--- config.mk ---
export PLATFORM = sky130hd
export DESIGN_NAME = uvra_bank
export DESIGN_NICKNAME = d
export VERILOG_FILES = /design/src/logic/uvra_pkg.sv /design/src/logic/uvra_rd_if.sv /design/src/logic/uvra_stream.sv /design/src/logic/uvra_bank.sv
export VERILOG_INCLUDE_DIRS = /design/src /design/src/logic
export SDC_FILE = /design/constraint.sdc
export NUM_CORES = 1
export LEC_CHECK = 0
export ABC_AREA = 1
export BUFFER_PORTS_ARGS = -buffer_cell sky130_fd_sc_hd__clkbuf_2
export CORE_ASPECT_RATIO = 0.9
export CORE_MARGIN = 2
export CORE_UTILIZATION = 60
export CTS_BUF_LIST = sky130_fd_sc_hd__clkbuf_4
export DETAILED_ROUTE_END_ITERATION = 8
export HOLD_SLACK_MARGIN = 0.06
export PLACE_DENSITY = 0.94
export SETUP_SLACK_MARGIN = 0.05
export SYNTH_ARGS = -nofsm -noshare
export SYNTH_HDL_FRONTEND = slang
export SYNTH_SLANG_ARGS = --single-unit
--- constraint.sdc ---
create_clock -name i_clk -period 5.15 [get_ports i_clk]
set_input_delay 1.545 -clock i_clk [delete_from_list [all_inputs] [get_ports i_clk]]
set_output_delay 1.545 -clock i_clk [all_outputs]
set_load 0.02 [all_outputs]
--- src/logic/uvra_params.svh ---
// constants for the usb vendor register access block
`ifndef UVRA_PARAMS_SVH
`define UVRA_PARAMS_SVH

// setup packet codes
`define UVRA_TYPE_VWRITE 8'h40
`define UVRA_CODE_VWRITE 8'h00
`define UVRA_TYPE_VREAD 8'hC0
`define UVRA_CODE_VREAD 8'h01
`define UVRA_TYPE_CLASS 8'h21
`define UVRA_CODE_BREAK 8'h23

// block numbers
`define UVRA_BLK_CHANNEL 8'h00
`define UVRA_BLK_FIFO 8'h04

// channel register offsets
`define UVRA_OFS_CHAN_ENABLE 8'h03
`define UVRA_OFS_DIV_LOW 8'h04
`define UVRA_OFS_DIV_MID 8'h05
`define UVRA_OFS_DIV_HIGH 8'h06
`define UVRA_OFS_TXMASK_LOW 8'h07
`define UVRA_OFS_TXMASK_HIGH 8'h08
`define UVRA_OFS_RXMASK_LOW 8'h09
`define UVRA_OFS_RXMASK_HIGH 8'h0A
`define UVRA_OFS_FRAME 8'h0B
`define UVRA_OFS_PACING 8'h0C
`define UVRA_OFS_RESUME 8'h10
`define UVRA_OFS_PAUSE 8'h11
`define UVRA_OFS_ERRORS 8'h13
`define UVRA_OFS_BREAK 8'h14
`define UVRA_OFS_RELEASE 8'h15
`define UVRA_OFS_PIN_MODE 8'h1A
`define UVRA_OFS_PIN_DIR 8'h1B
`define UVRA_OFS_PIN_SET 8'h1D
`define UVRA_OFS_PIN_CLR 8'h1E
`define UVRA_OFS_PIN_LEVEL 8'h1F

// fifo manager register offsets
`define UVRA_OFS_FIFO_GATE 8'h10
`define UVRA_OFS_RX_FLUSH 8'h18
`define UVRA_OFS_TX_FLUSH 8'h1C

// field positions and widths
`define UVRA_BIT_TX 0
`define UVRA_BIT_RX 1
`define UVRA_DIV_HIGH_W 3
`define UVRA_PACING_W 4
`define UVRA_RELEASE_W 4
`define UVRA_PIN_MODE_W 4
`define UVRA_PINS 6
`define UVRA_ERR_W 5

// reset values
`define UVRA_RST_BYTE 8'h00
`define UVRA_RST_WORD 16'h0000

`endif

--- src/logic/uvra_pkg.sv ---
// types shared by the usb vendor register access block
package uvra_pkg;
    // state of the read stream engine
    typedef enum logic [1:0] {
        UVRA_ST_IDLE = 2'b00,
        UVRA_ST_LOAD = 2'b01,
        UVRA_ST_SEND = 2'b10
    } uvra_state_t;

    // decoded kind of a setup packet
    typedef enum logic [1:0] {
        UVRA_REQ_NONE = 2'b00,
        UVRA_REQ_WRITE = 2'b01,
        UVRA_REQ_READ = 2'b10,
        UVRA_REQ_BREAK = 2'b11
    } uvra_req_t;
endpackage : uvra_pkg

--- src/logic/uvra_rd_if.sv ---
// link between register bank and read stream engine
`timescale 1ns/1ps
interface uvra_rd_if;
    logic start;
    logic [15:0] len;
    logic [7:0] first_addr;
    logic [7:0] blk;
    logic [7:0] cur_addr;
    logic [7:0] rd_byte;
    logic busy;

    modport bank (output start, len, first_addr, blk, rd_byte, input cur_addr, busy);
    modport stream (input start, len, first_addr, blk, rd_byte, output cur_addr, busy);
endinterface : uvra_rd_if

--- src/logic/uvra_stream.sv ---
// read stream engine: hands out a run of register bytes
`timescale 1ns/1ps
`include "uvra_params.svh"
module uvra_stream
    import uvra_pkg::*;
(
    input wire logic i_clk,
    input wire logic i_arst_n,
    uvra_rd_if.stream rd,
    input wire logic i_rd_ready,
    output logic o_rd_valid,
    output logic [7:0] o_rd_data
);
    uvra_state_t state_r, state_nxt;
    logic [15:0] left_r, left_nxt;
    logic [7:0] addr_r, addr_nxt;
    logic valid_r, valid_nxt;
    logic [7:0] data_r, data_nxt;

    // one byte per load, wait for the data stage to take it
    always_comb begin
        state_nxt = state_r;
        left_nxt = left_r;
        addr_nxt = addr_r;
        valid_nxt = valid_r;
        data_nxt = data_r;
        case (state_r)
            UVRA_ST_IDLE: begin
                if (rd.start && (rd.len != 16'h0000)) begin
                    left_nxt = rd.len;
                    addr_nxt = rd.first_addr;
                    state_nxt = UVRA_ST_LOAD;
                end
            end
            UVRA_ST_LOAD: begin
                data_nxt = rd.rd_byte;
                valid_nxt = 1'b1;
                state_nxt = UVRA_ST_SEND;
            end
            UVRA_ST_SEND: begin
                if (i_rd_ready) begin
                    valid_nxt = 1'b0;
                    left_nxt = left_r - 16'h0001;
                    addr_nxt = addr_r + 8'h01; // consecutive registers
                    state_nxt = (left_r == 16'h0001) ? UVRA_ST_IDLE : UVRA_ST_LOAD;
                end
            end
            default: state_nxt = UVRA_ST_IDLE;
        endcase
    end

    // state registers
    always_ff @(posedge i_clk or negedge i_arst_n) begin
        if (!i_arst_n) begin
            state_r <= UVRA_ST_IDLE;
            left_r <= `UVRA_RST_WORD;
            addr_r <= `UVRA_RST_BYTE;
            valid_r <= 1'b0;
            data_r <= `UVRA_RST_BYTE;
        end else begin
            state_r <= state_nxt;
            left_r <= left_nxt;
            addr_r <= addr_nxt;
            valid_r <= valid_nxt;
            data_r <= data_nxt;
        end
    end

    assign rd.cur_addr = addr_r;
    assign rd.busy = (state_r != UVRA_ST_IDLE);
    assign o_rd_valid = valid_r;
    assign o_rd_data = data_r;
endmodule : uvra_stream

--- src/logic/uvra_bank.sv ---
// register bank and setup request decoder of the usb to uart bridge
`timescale 1ns/1ps
`include "uvra_params.svh"
module uvra_bank
    import uvra_pkg::*;
(
    input wire logic i_clk,
    input wire logic i_arst_n,
    // decoded setup packet
    input wire logic i_setup_valid,
    input wire logic [7:0] i_req_type,
    input wire logic [7:0] i_req_code,
    input wire logic [15:0] i_value,
    input wire logic [15:0] i_index,
    input wire logic [15:0] i_length,
    output logic o_ack,
    output logic o_stall,
    // data stage of read requests
    input wire logic i_rd_ready,
    output logic o_rd_valid,
    output logic [7:0] o_rd_data,
    // state reported by the uart
    input wire logic [`UVRA_ERR_W-1:0] i_line_errors,
    input wire logic [`UVRA_PINS-1:0] i_pin_levels,
    // configuration towards the uart
    output logic o_tx_enable,
    output logic o_rx_enable,
    output logic [18:0] o_baud_divisor,
    output logic [15:0] o_transmit_bit_mask,
    output logic [15:0] o_receive_bit_mask,
    output logic [7:0] o_frame_format,
    output logic [`UVRA_PACING_W-1:0] o_pacing_mode,
    output logic [7:0] o_resume_character,
    output logic [7:0] o_pause_character,
    output logic o_break_start,
    output logic [15:0] o_break_duration,
    output logic [`UVRA_RELEASE_W-1:0] o_release_delay,
    output logic [`UVRA_PIN_MODE_W-1:0] o_pin_mode,
    output logic [`UVRA_PINS-1:0] o_pin_direction,
    output logic [`UVRA_PINS-1:0] o_pin_output,
    output logic o_tx_fifo_on,
    output logic o_rx_fifo_on,
    output logic o_tx_fifo_flush,
    output logic o_rx_fifo_flush
);
    uvra_rd_if rd ();

    // classifies a setup packet
    function automatic uvra_req_t classify(input logic [7:0] rtype, input logic [7:0] code,
                                           input logic [15:0] idx, input logic [15:0] len);
        uvra_req_t kind;
        kind = UVRA_REQ_NONE;
        if (rtype == `UVRA_TYPE_VWRITE && code == `UVRA_CODE_VWRITE && len == 16'h0000) begin
            kind = UVRA_REQ_WRITE;
        end else if (rtype == `UVRA_TYPE_VREAD && code == `UVRA_CODE_VREAD) begin
            kind = UVRA_REQ_READ;
        end else if (rtype == `UVRA_TYPE_CLASS && code == `UVRA_CODE_BREAK && len == 16'h0000
                     && idx[15:3] == 13'h0000 && idx[0] == 1'b0) begin
            kind = UVRA_REQ_BREAK; // interfaces 0, 2, 4, 6
        end
        return kind;
    endfunction : classify

    uvra_req_t kind;
    logic wr_chan;
    logic wr_fifo;
    logic [7:0] wr_addr;
    logic [7:0] wr_val;

    // decode of the incoming request
    always_comb begin
        kind = i_setup_valid ? classify(i_req_type, i_req_code, i_index, i_length)
                             : UVRA_REQ_NONE;
        wr_addr = i_index[7:0];
        wr_val = i_value[7:0];
        wr_chan = (kind == UVRA_REQ_WRITE) && (i_index[15:8] == `UVRA_BLK_CHANNEL);
        wr_fifo = (kind == UVRA_REQ_WRITE) && (i_index[15:8] == `UVRA_BLK_FIFO);
    end

    // configuration state
    logic tx_en_r, tx_en_nxt;
    logic rx_en_r, rx_en_nxt;
    logic [18:0] div_r, div_nxt;
    logic [15:0] txm_r, txm_nxt;
    logic [15:0] rxm_r, rxm_nxt;
    logic [7:0] frame_r, frame_nxt;
    logic [`UVRA_PACING_W-1:0] pace_r, pace_nxt;
    logic [7:0] resume_r, resume_nxt;
    logic [7:0] pause_r, pause_nxt;
    logic brk_go_r, brk_go_nxt;
    logic [15:0] brk_r, brk_nxt;
    logic [`UVRA_RELEASE_W-1:0] rel_r, rel_nxt;
    logic [`UVRA_PIN_MODE_W-1:0] pmode_r, pmode_nxt;
    logic [`UVRA_PINS-1:0] pdir_r, pdir_nxt;
    logic [`UVRA_PINS-1:0] pout_r, pout_nxt;
    logic txf_on_r, txf_on_nxt;
    logic rxf_on_r, rxf_on_nxt;
    logic txf_fl_r, txf_fl_nxt;
    logic rxf_fl_r, rxf_fl_nxt;
    logic ack_r, ack_nxt;
    logic stall_r, stall_nxt;
    logic [7:0] rblk_r, rblk_nxt;

    // register writes, break requests and request answers
    always_comb begin
        tx_en_nxt = tx_en_r;
        rx_en_nxt = rx_en_r;
        div_nxt = div_r;
        txm_nxt = txm_r;
        rxm_nxt = rxm_r;
        frame_nxt = frame_r;
        pace_nxt = pace_r;
        resume_nxt = resume_r;
        pause_nxt = pause_r;
        brk_go_nxt = 1'b0;
        brk_nxt = brk_r;
        rel_nxt = rel_r;
        pmode_nxt = pmode_r;
        pdir_nxt = pdir_r;
        pout_nxt = pout_r;
        txf_on_nxt = txf_on_r;
        rxf_on_nxt = rxf_on_r;
        txf_fl_nxt = 1'b0;
        rxf_fl_nxt = 1'b0;
        ack_nxt = 1'b0;
        stall_nxt = 1'b0;
        rblk_nxt = rd.start ? i_index[15:8] : rblk_r; // block held for the whole run
        if (i_setup_valid) begin
            // a read still streaming refuses any new request
            if (kind == UVRA_REQ_NONE || rd.busy) begin
                stall_nxt = 1'b1;
            end else begin
                ack_nxt = 1'b1;
            end
        end
        if (!rd.busy) begin
            if (wr_chan) begin
                // channel set, unlisted offsets fall through
                if (wr_addr == `UVRA_OFS_CHAN_ENABLE) begin
                    tx_en_nxt = wr_val[`UVRA_BIT_TX];
                    rx_en_nxt = wr_val[`UVRA_BIT_RX];
                end else if (wr_addr == `UVRA_OFS_DIV_LOW) begin
                    div_nxt[7:0] = wr_val;
                end else if (wr_addr == `UVRA_OFS_DIV_MID) begin
                    div_nxt[15:8] = wr_val;
                end else if (wr_addr == `UVRA_OFS_DIV_HIGH) begin
                    div_nxt[18:16] = wr_val[`UVRA_DIV_HIGH_W-1:0];
                end else if (wr_addr == `UVRA_OFS_TXMASK_LOW) begin
                    txm_nxt[7:0] = wr_val;
                end else if (wr_addr == `UVRA_OFS_TXMASK_HIGH) begin
                    txm_nxt[15:8] = wr_val;
                end else if (wr_addr == `UVRA_OFS_RXMASK_LOW) begin
                    rxm_nxt[7:0] = wr_val;
                end else if (wr_addr == `UVRA_OFS_RXMASK_HIGH) begin
                    rxm_nxt[15:8] = wr_val;
                end else if (wr_addr == `UVRA_OFS_FRAME) begin
                    frame_nxt = wr_val;
                end else if (wr_addr == `UVRA_OFS_PACING) begin
                    pace_nxt = wr_val[`UVRA_PACING_W-1:0];
                end else if (wr_addr == `UVRA_OFS_RESUME) begin
                    resume_nxt = wr_val;
                end else if (wr_addr == `UVRA_OFS_PAUSE) begin
                    pause_nxt = wr_val;
                end else if (wr_addr == `UVRA_OFS_BREAK) begin
                    brk_nxt = {8'h00, wr_val};
                    brk_go_nxt = 1'b1;
                end else if (wr_addr == `UVRA_OFS_RELEASE) begin
                    rel_nxt = wr_val[`UVRA_RELEASE_W-1:0];
                end else if (wr_addr == `UVRA_OFS_PIN_MODE) begin
                    pmode_nxt = wr_val[`UVRA_PIN_MODE_W-1:0];
                end else if (wr_addr == `UVRA_OFS_PIN_DIR) begin
                    pdir_nxt = wr_val[`UVRA_PINS-1:0];
                end else if (wr_addr == `UVRA_OFS_PIN_SET) begin
                    pout_nxt = pout_r | wr_val[`UVRA_PINS-1:0];
                end else if (wr_addr == `UVRA_OFS_PIN_CLR) begin
                    pout_nxt = pout_r & ~wr_val[`UVRA_PINS-1:0];
                end
            end else if (wr_fifo) begin
                // fifo manager set
                if (wr_addr == `UVRA_OFS_FIFO_GATE) begin
                    txf_on_nxt = wr_val[`UVRA_BIT_TX];
                    rxf_on_nxt = wr_val[`UVRA_BIT_RX];
                end else if (wr_addr == `UVRA_OFS_RX_FLUSH) begin
                    rxf_fl_nxt = (wr_val != 8'h00);
                end else if (wr_addr == `UVRA_OFS_TX_FLUSH) begin
                    txf_fl_nxt = (wr_val != 8'h00);
                end
            end
            // other block numbers are accepted and change nothing
            if (kind == UVRA_REQ_BREAK) begin
                brk_nxt = i_value;
                brk_go_nxt = 1'b1;
            end
        end
    end

    // configuration registers
    always_ff @(posedge i_clk or negedge i_arst_n) begin
        if (!i_arst_n) begin
            tx_en_r <= 1'b0;
            rx_en_r <= 1'b0;
            div_r <= 19'h00000;
            txm_r <= `UVRA_RST_WORD;
            rxm_r <= `UVRA_RST_WORD;
            frame_r <= `UVRA_RST_BYTE;
            pace_r <= '0;
            resume_r <= `UVRA_RST_BYTE;
            pause_r <= `UVRA_RST_BYTE;
            brk_go_r <= 1'b0;
            brk_r <= `UVRA_RST_WORD;
            rel_r <= '0;
            pmode_r <= '0;
            pdir_r <= '0;
            pout_r <= '0;
            txf_on_r <= 1'b0;
            rxf_on_r <= 1'b0;
            txf_fl_r <= 1'b0;
            rxf_fl_r <= 1'b0;
            ack_r <= 1'b0;
            stall_r <= 1'b0;
            rblk_r <= `UVRA_RST_BYTE;
        end else begin
            tx_en_r <= tx_en_nxt;
            rx_en_r <= rx_en_nxt;
            div_r <= div_nxt;
            txm_r <= txm_nxt;
            rxm_r <= rxm_nxt;
            frame_r <= frame_nxt;
            pace_r <= pace_nxt;
            resume_r <= resume_nxt;
            pause_r <= pause_nxt;
            brk_go_r <= brk_go_nxt;
            brk_r <= brk_nxt;
            rel_r <= rel_nxt;
            pmode_r <= pmode_nxt;
            pdir_r <= pdir_nxt;
            pout_r <= pout_nxt;
            txf_on_r <= txf_on_nxt;
            rxf_on_r <= rxf_on_nxt;
            txf_fl_r <= txf_fl_nxt;
            rxf_fl_r <= rxf_fl_nxt;
            ack_r <= ack_nxt;
            stall_r <= stall_nxt;
            rblk_r <= rblk_nxt;
        end
    end

    // read mux for the stream engine; flush registers read zero
    always_comb begin
        rd.rd_byte = 8'h00; // reserved addresses and blocks
        if (rd.blk == `UVRA_BLK_CHANNEL) begin
            if (rd.cur_addr == `UVRA_OFS_CHAN_ENABLE) begin
                rd.rd_byte = {6'h00, rx_en_r, tx_en_r};
            end else if (rd.cur_addr == `UVRA_OFS_DIV_LOW) begin
                rd.rd_byte = div_r[7:0];
            end else if (rd.cur_addr == `UVRA_OFS_DIV_MID) begin
                rd.rd_byte = div_r[15:8];
            end else if (rd.cur_addr == `UVRA_OFS_DIV_HIGH) begin
                rd.rd_byte = {5'h00, div_r[18:16]};
            end else if (rd.cur_addr == `UVRA_OFS_TXMASK_LOW) begin
                rd.rd_byte = txm_r[7:0];
            end else if (rd.cur_addr == `UVRA_OFS_TXMASK_HIGH) begin
                rd.rd_byte = txm_r[15:8];
            end else if (rd.cur_addr == `UVRA_OFS_RXMASK_LOW) begin
                rd.rd_byte = rxm_r[7:0];
            end else if (rd.cur_addr == `UVRA_OFS_RXMASK_HIGH) begin
                rd.rd_byte = rxm_r[15:8];
            end else if (rd.cur_addr == `UVRA_OFS_FRAME) begin
                rd.rd_byte = frame_r;
            end else if (rd.cur_addr == `UVRA_OFS_PACING) begin
                rd.rd_byte = {4'h0, pace_r};
            end else if (rd.cur_addr == `UVRA_OFS_RESUME) begin
                rd.rd_byte = resume_r;
            end else if (rd.cur_addr == `UVRA_OFS_PAUSE) begin
                rd.rd_byte = pause_r;
            end else if (rd.cur_addr == `UVRA_OFS_ERRORS) begin
                rd.rd_byte = {i_line_errors, 3'h0};
            end else if (rd.cur_addr == `UVRA_OFS_BREAK) begin
                rd.rd_byte = brk_r[7:0];
            end else if (rd.cur_addr == `UVRA_OFS_RELEASE) begin
                rd.rd_byte = {4'h0, rel_r};
            end else if (rd.cur_addr == `UVRA_OFS_PIN_MODE) begin
                rd.rd_byte = {4'h0, pmode_r};
            end else if (rd.cur_addr == `UVRA_OFS_PIN_DIR) begin
                rd.rd_byte = {2'h0, pdir_r};
            end else if (rd.cur_addr == `UVRA_OFS_PIN_SET) begin
                rd.rd_byte = {2'h0, pout_r};
            end else if (rd.cur_addr == `UVRA_OFS_PIN_LEVEL) begin
                rd.rd_byte = {2'h0, i_pin_levels};
            end
        end else if (rd.blk == `UVRA_BLK_FIFO) begin
            if (rd.cur_addr == `UVRA_OFS_FIFO_GATE) begin
                rd.rd_byte = {6'h00, rxf_on_r, txf_on_r};
            end
        end
    end

    // start of a read run
    assign rd.start = (kind == UVRA_REQ_READ) && !rd.busy;
    assign rd.len = i_length;
    assign rd.first_addr = i_index[7:0];
    assign rd.blk = rblk_r;

    uvra_stream u_stream (
        .i_clk(i_clk),
        .i_arst_n(i_arst_n),
        .rd(rd),
        .i_rd_ready(i_rd_ready),
        .o_rd_valid(o_rd_valid),
        .o_rd_data(o_rd_data)
    );

    // outputs straight from the registers
    assign o_ack = ack_r;
    assign o_stall = stall_r;
    assign o_tx_enable = tx_en_r;
    assign o_rx_enable = rx_en_r;
    assign o_baud_divisor = div_r;
    assign o_transmit_bit_mask = txm_r;
    assign o_receive_bit_mask = rxm_r;
    assign o_frame_format = frame_r;
    assign o_pacing_mode = pace_r;
    assign o_resume_character = resume_r;
    assign o_pause_character = pause_r;
    assign o_break_start = brk_go_r;
    assign o_break_duration = brk_r;
    assign o_release_delay = rel_r;
    assign o_pin_mode = pmode_r;
    assign o_pin_direction = pdir_r;
    assign o_pin_output = pout_r;
    assign o_tx_fifo_on = txf_on_r;
    assign o_rx_fifo_on = rxf_on_r;
    assign o_tx_fifo_flush = txf_fl_r;
    assign o_rx_fifo_flush = rxf_fl_r;
endmodule : uvra_bank

==> metrics.txt <==
outcome completed; RSZ-0062 raised after global routing false; synthesis-to-layout area growth 17.4%; top_reg_cell synth dfrtp_1; max_cap viols 0; vias in the first global route 8760; first drt pass iteration count 6; Starting Density 61.4%; Worst-Skew Late Latency approximately 0.60 ns; CP startpoint i_req_code[7]; Layout Skew a little over 0.02 ns; commonest cells after routing, fill and taps aside 355 x nand2_1, 210 x clkbuf_2, 167 x dfrtp_1; Slowest cell on crit path inv_2; Synth area leaders dfrtp_1 46%, nand2_1 15%, o21ai_0 8.6%, inv_1 6.8%, nor2_1 4.3%; worst rel slew slack about two fifths; Bufs and invs on worst path 2; Ant. Diodes 0; Final setup viols 0; commonest non-fill, non-tap cell in the layout nand2_1; Final period util between 70% and 80%; CP required about 5.7 ns; initial antenna violation count 0; post-CTS setup buffers 0; Syn Inst Count 1224; DR DRC count 0; Resize count post-CTS 0; YS warnings 0; routed length per instance between 15 and 20 um; placed insts approximately 1600; first-pass GRT wire length about 43000 um; Placer Congestion just under 1; maximum buffer depth of the clock tree 2; critical path type input pin to register; Routed Antenna Nets 0; Seq/Total Area, Yosys 46.4%; post-synthesis register bit count 167; Rows between 40 and 50; register area 4180 um^2; Worst Hold Launch u_stream.state_r[0]; post-synth top area share 46.4%; # fillers 1147; synthesized area 9000 um^2; kind of end point of the critical path register; Final Hold Vio Count 0; Yosys cell types 44; Leakage 5.61 nW; syn_nets 1309; power per standard cell area roughly 320 nW/um^2; WP data arrival around 4.2 ns; EDFF count, synth 0; hold_ws approximately 0.47 ns; startpoint class of the critical path input pin; largest net degree at the start of global routing 86; Total Negative Setup Slacks 0 ns; number of buffers added on ports between 200 and 250; clk slew on worst S/H paths about 0.14 ns; CTS sink count approximately 170; IO Pins around 210; via count between 9000 and 10000; worst reg2reg startpoint u_stream.state_r[0]; WL final approximately 27000 um; die area about 16000 um^2; Fmax roughly 0.27 GHz; fin cells around 1600; total grt overflow 0; post-synth top area cell dfrtp_1; synthesized area per cell roughly 7.4 um^2; number of DRC markers in iteration 0 around 1100; Die Wd 133 um; DP HPWL around 20000 um; Post-CTS Hold Buffers 0; chip height between 100 and 150 um; core area approximately 15000 um^2; Global Route Usage Sum 34.0%; H-Tree Depth 4; CTS tree done; vias per cell around 5.7; highest ir drop seen on vdd 200 uV; fin crit period 3.69 ns; delay of the slowest cell on the worst path around 0.47 ns; asr flop ratio synth 100%; Multi-input gate area slightly above 4000 um^2; nets around 1500; family with the most delay on the worst path simple AND/OR/NAND/NOR gates; CTS Buf Count 17; fraction of layout cells with a size suffix above 1 approximately 20%; Max Slew Vio Count 0; worst path cell trace clkbuf_2 > nor2_1 > nand3_1 > nor4_2 > nand2_1 > nor4_4 > nand4_2 > a21oi_1 > or2_2 > nand2_2 > inv_2 > o311ai_0 > o21ai_0; CP Max Fanout 42; min-delay worst type register to register; worst slew pin tran about 0.91 ns; Root Driver clkbuf_4
-- area by class of cell --
cell class              instances  area share [%]
repair buffers                214            10.4
multi-input cells             855            38.2
inverters                     168            5.97
clock inverters                15            2.33
clock buffers                  17            1.21
well taps                     198            2.34
flip-flops and latches        167            39.6
-- worst register-to-register path, delay by kind of cell (launching register included) --
family,cells,cell delay [ns]
compound gates,2,0.38
buf+inv,3,1.40
flops,1,0.42
simple gates,3,0.76
-- stage by stage --
| step | power [mW] | utilization (%) | setup slack (ns) | area (um^2) |
|---|---|---|---|---|
| after CTS | 3.33 | 72.1 | 1.57 | 10600 |
| after global routing | 3.53 | 72.1 | 1.12 | 10600 |
| final | 3.35 | 72.1 | 1.46 | 10600 |
| after global placement | 2.34 | 69.5 | 1.06 | 10200 |
| after detailed placement | 2.38 | 69.5 | 0.949 | 10200 |
| after floorplan | 2.13 | - | 1.89 | 9000 |
-- Yosys cell counts (all sizes together), types with 14 or more instances --
cell type,count
o21ai,169
clkbuf,26
dfrtp,167
nor4,14
nor3,21
or2,16
nand2,360
nand3,49
a21oi,48
nor2,104
nand4,29
inv,167
-- state kept, by name (all words and copies together), names as in the netlist, 2 cells and up, named ones only --
register              flops
o_pause_character         8
o_transmit_bit_mask      16
u_stream.o_rd_data        8
o_resume_character        8
o_receive_bit_mask       16
o_pacing_mode             4
rblk_r                    8
u_stream.left_r          16
u_stream.rd.cur_addr      8
o_pin_mode                4
o_release_delay           4
o_break_duration         16
o_baud_divisor           19
o_frame_format            8
u_stream.state_r          2
o_pin_direction           6
-- power by group --
part / internal (mW) / leakage (nW) / switching, mW
logic: 0.241 / 3.25 / 0.610
registers: 1.42 / 2.17 / 0.110
clock network: 0.487 / 0.192 / 0.489
total: 2.14 / 5.61 / 1.21
-- routing by layer --
metal / up-vias / GRT usage, % / wire length (um)
met2: 527 / 54.4 / 12200
met1: 4281 / 45.9 / 11000
met4: 0 / 12.4 / 752
met3: 84 / 7.63 / 2540
li1: 4356 / - / -
met5: - / 0 / 0
-- cells by family (layout without fill, tap and decap cells) --
kind of cell	Yosys count	count (layout)	share of synthesized area (%)
adders and majority gates	6	6	0.834
AOI/OAI and AO/OA	245	245	14.4
buffers and inverters	202	414	8.70
and+or+nand+nor	596	596	28.8
DFF	167	167	46.4
muxes	3	3	0.334
xor gates and xnor gates	5	5	0.487
-- worst paths after layout --
check / depth (start not counted) / end / slack [ns]
max in group asynchronous: 2 / o_transmit_bit_mask[11] / 3.27
min reg2reg: 1 / u_stream.state_r[0] / 0.47
max reg2reg: 8 / u_stream.left_r[3] / 2.12
max: 13 / u_stream.left_r[3] / 1.46
min: 1 / u_stream.state_r[0] / 0.47
min in group asynchronous: 1 / rblk_r[1] / 0.97
Note: power is estimated with default switching activity, not from simulation.
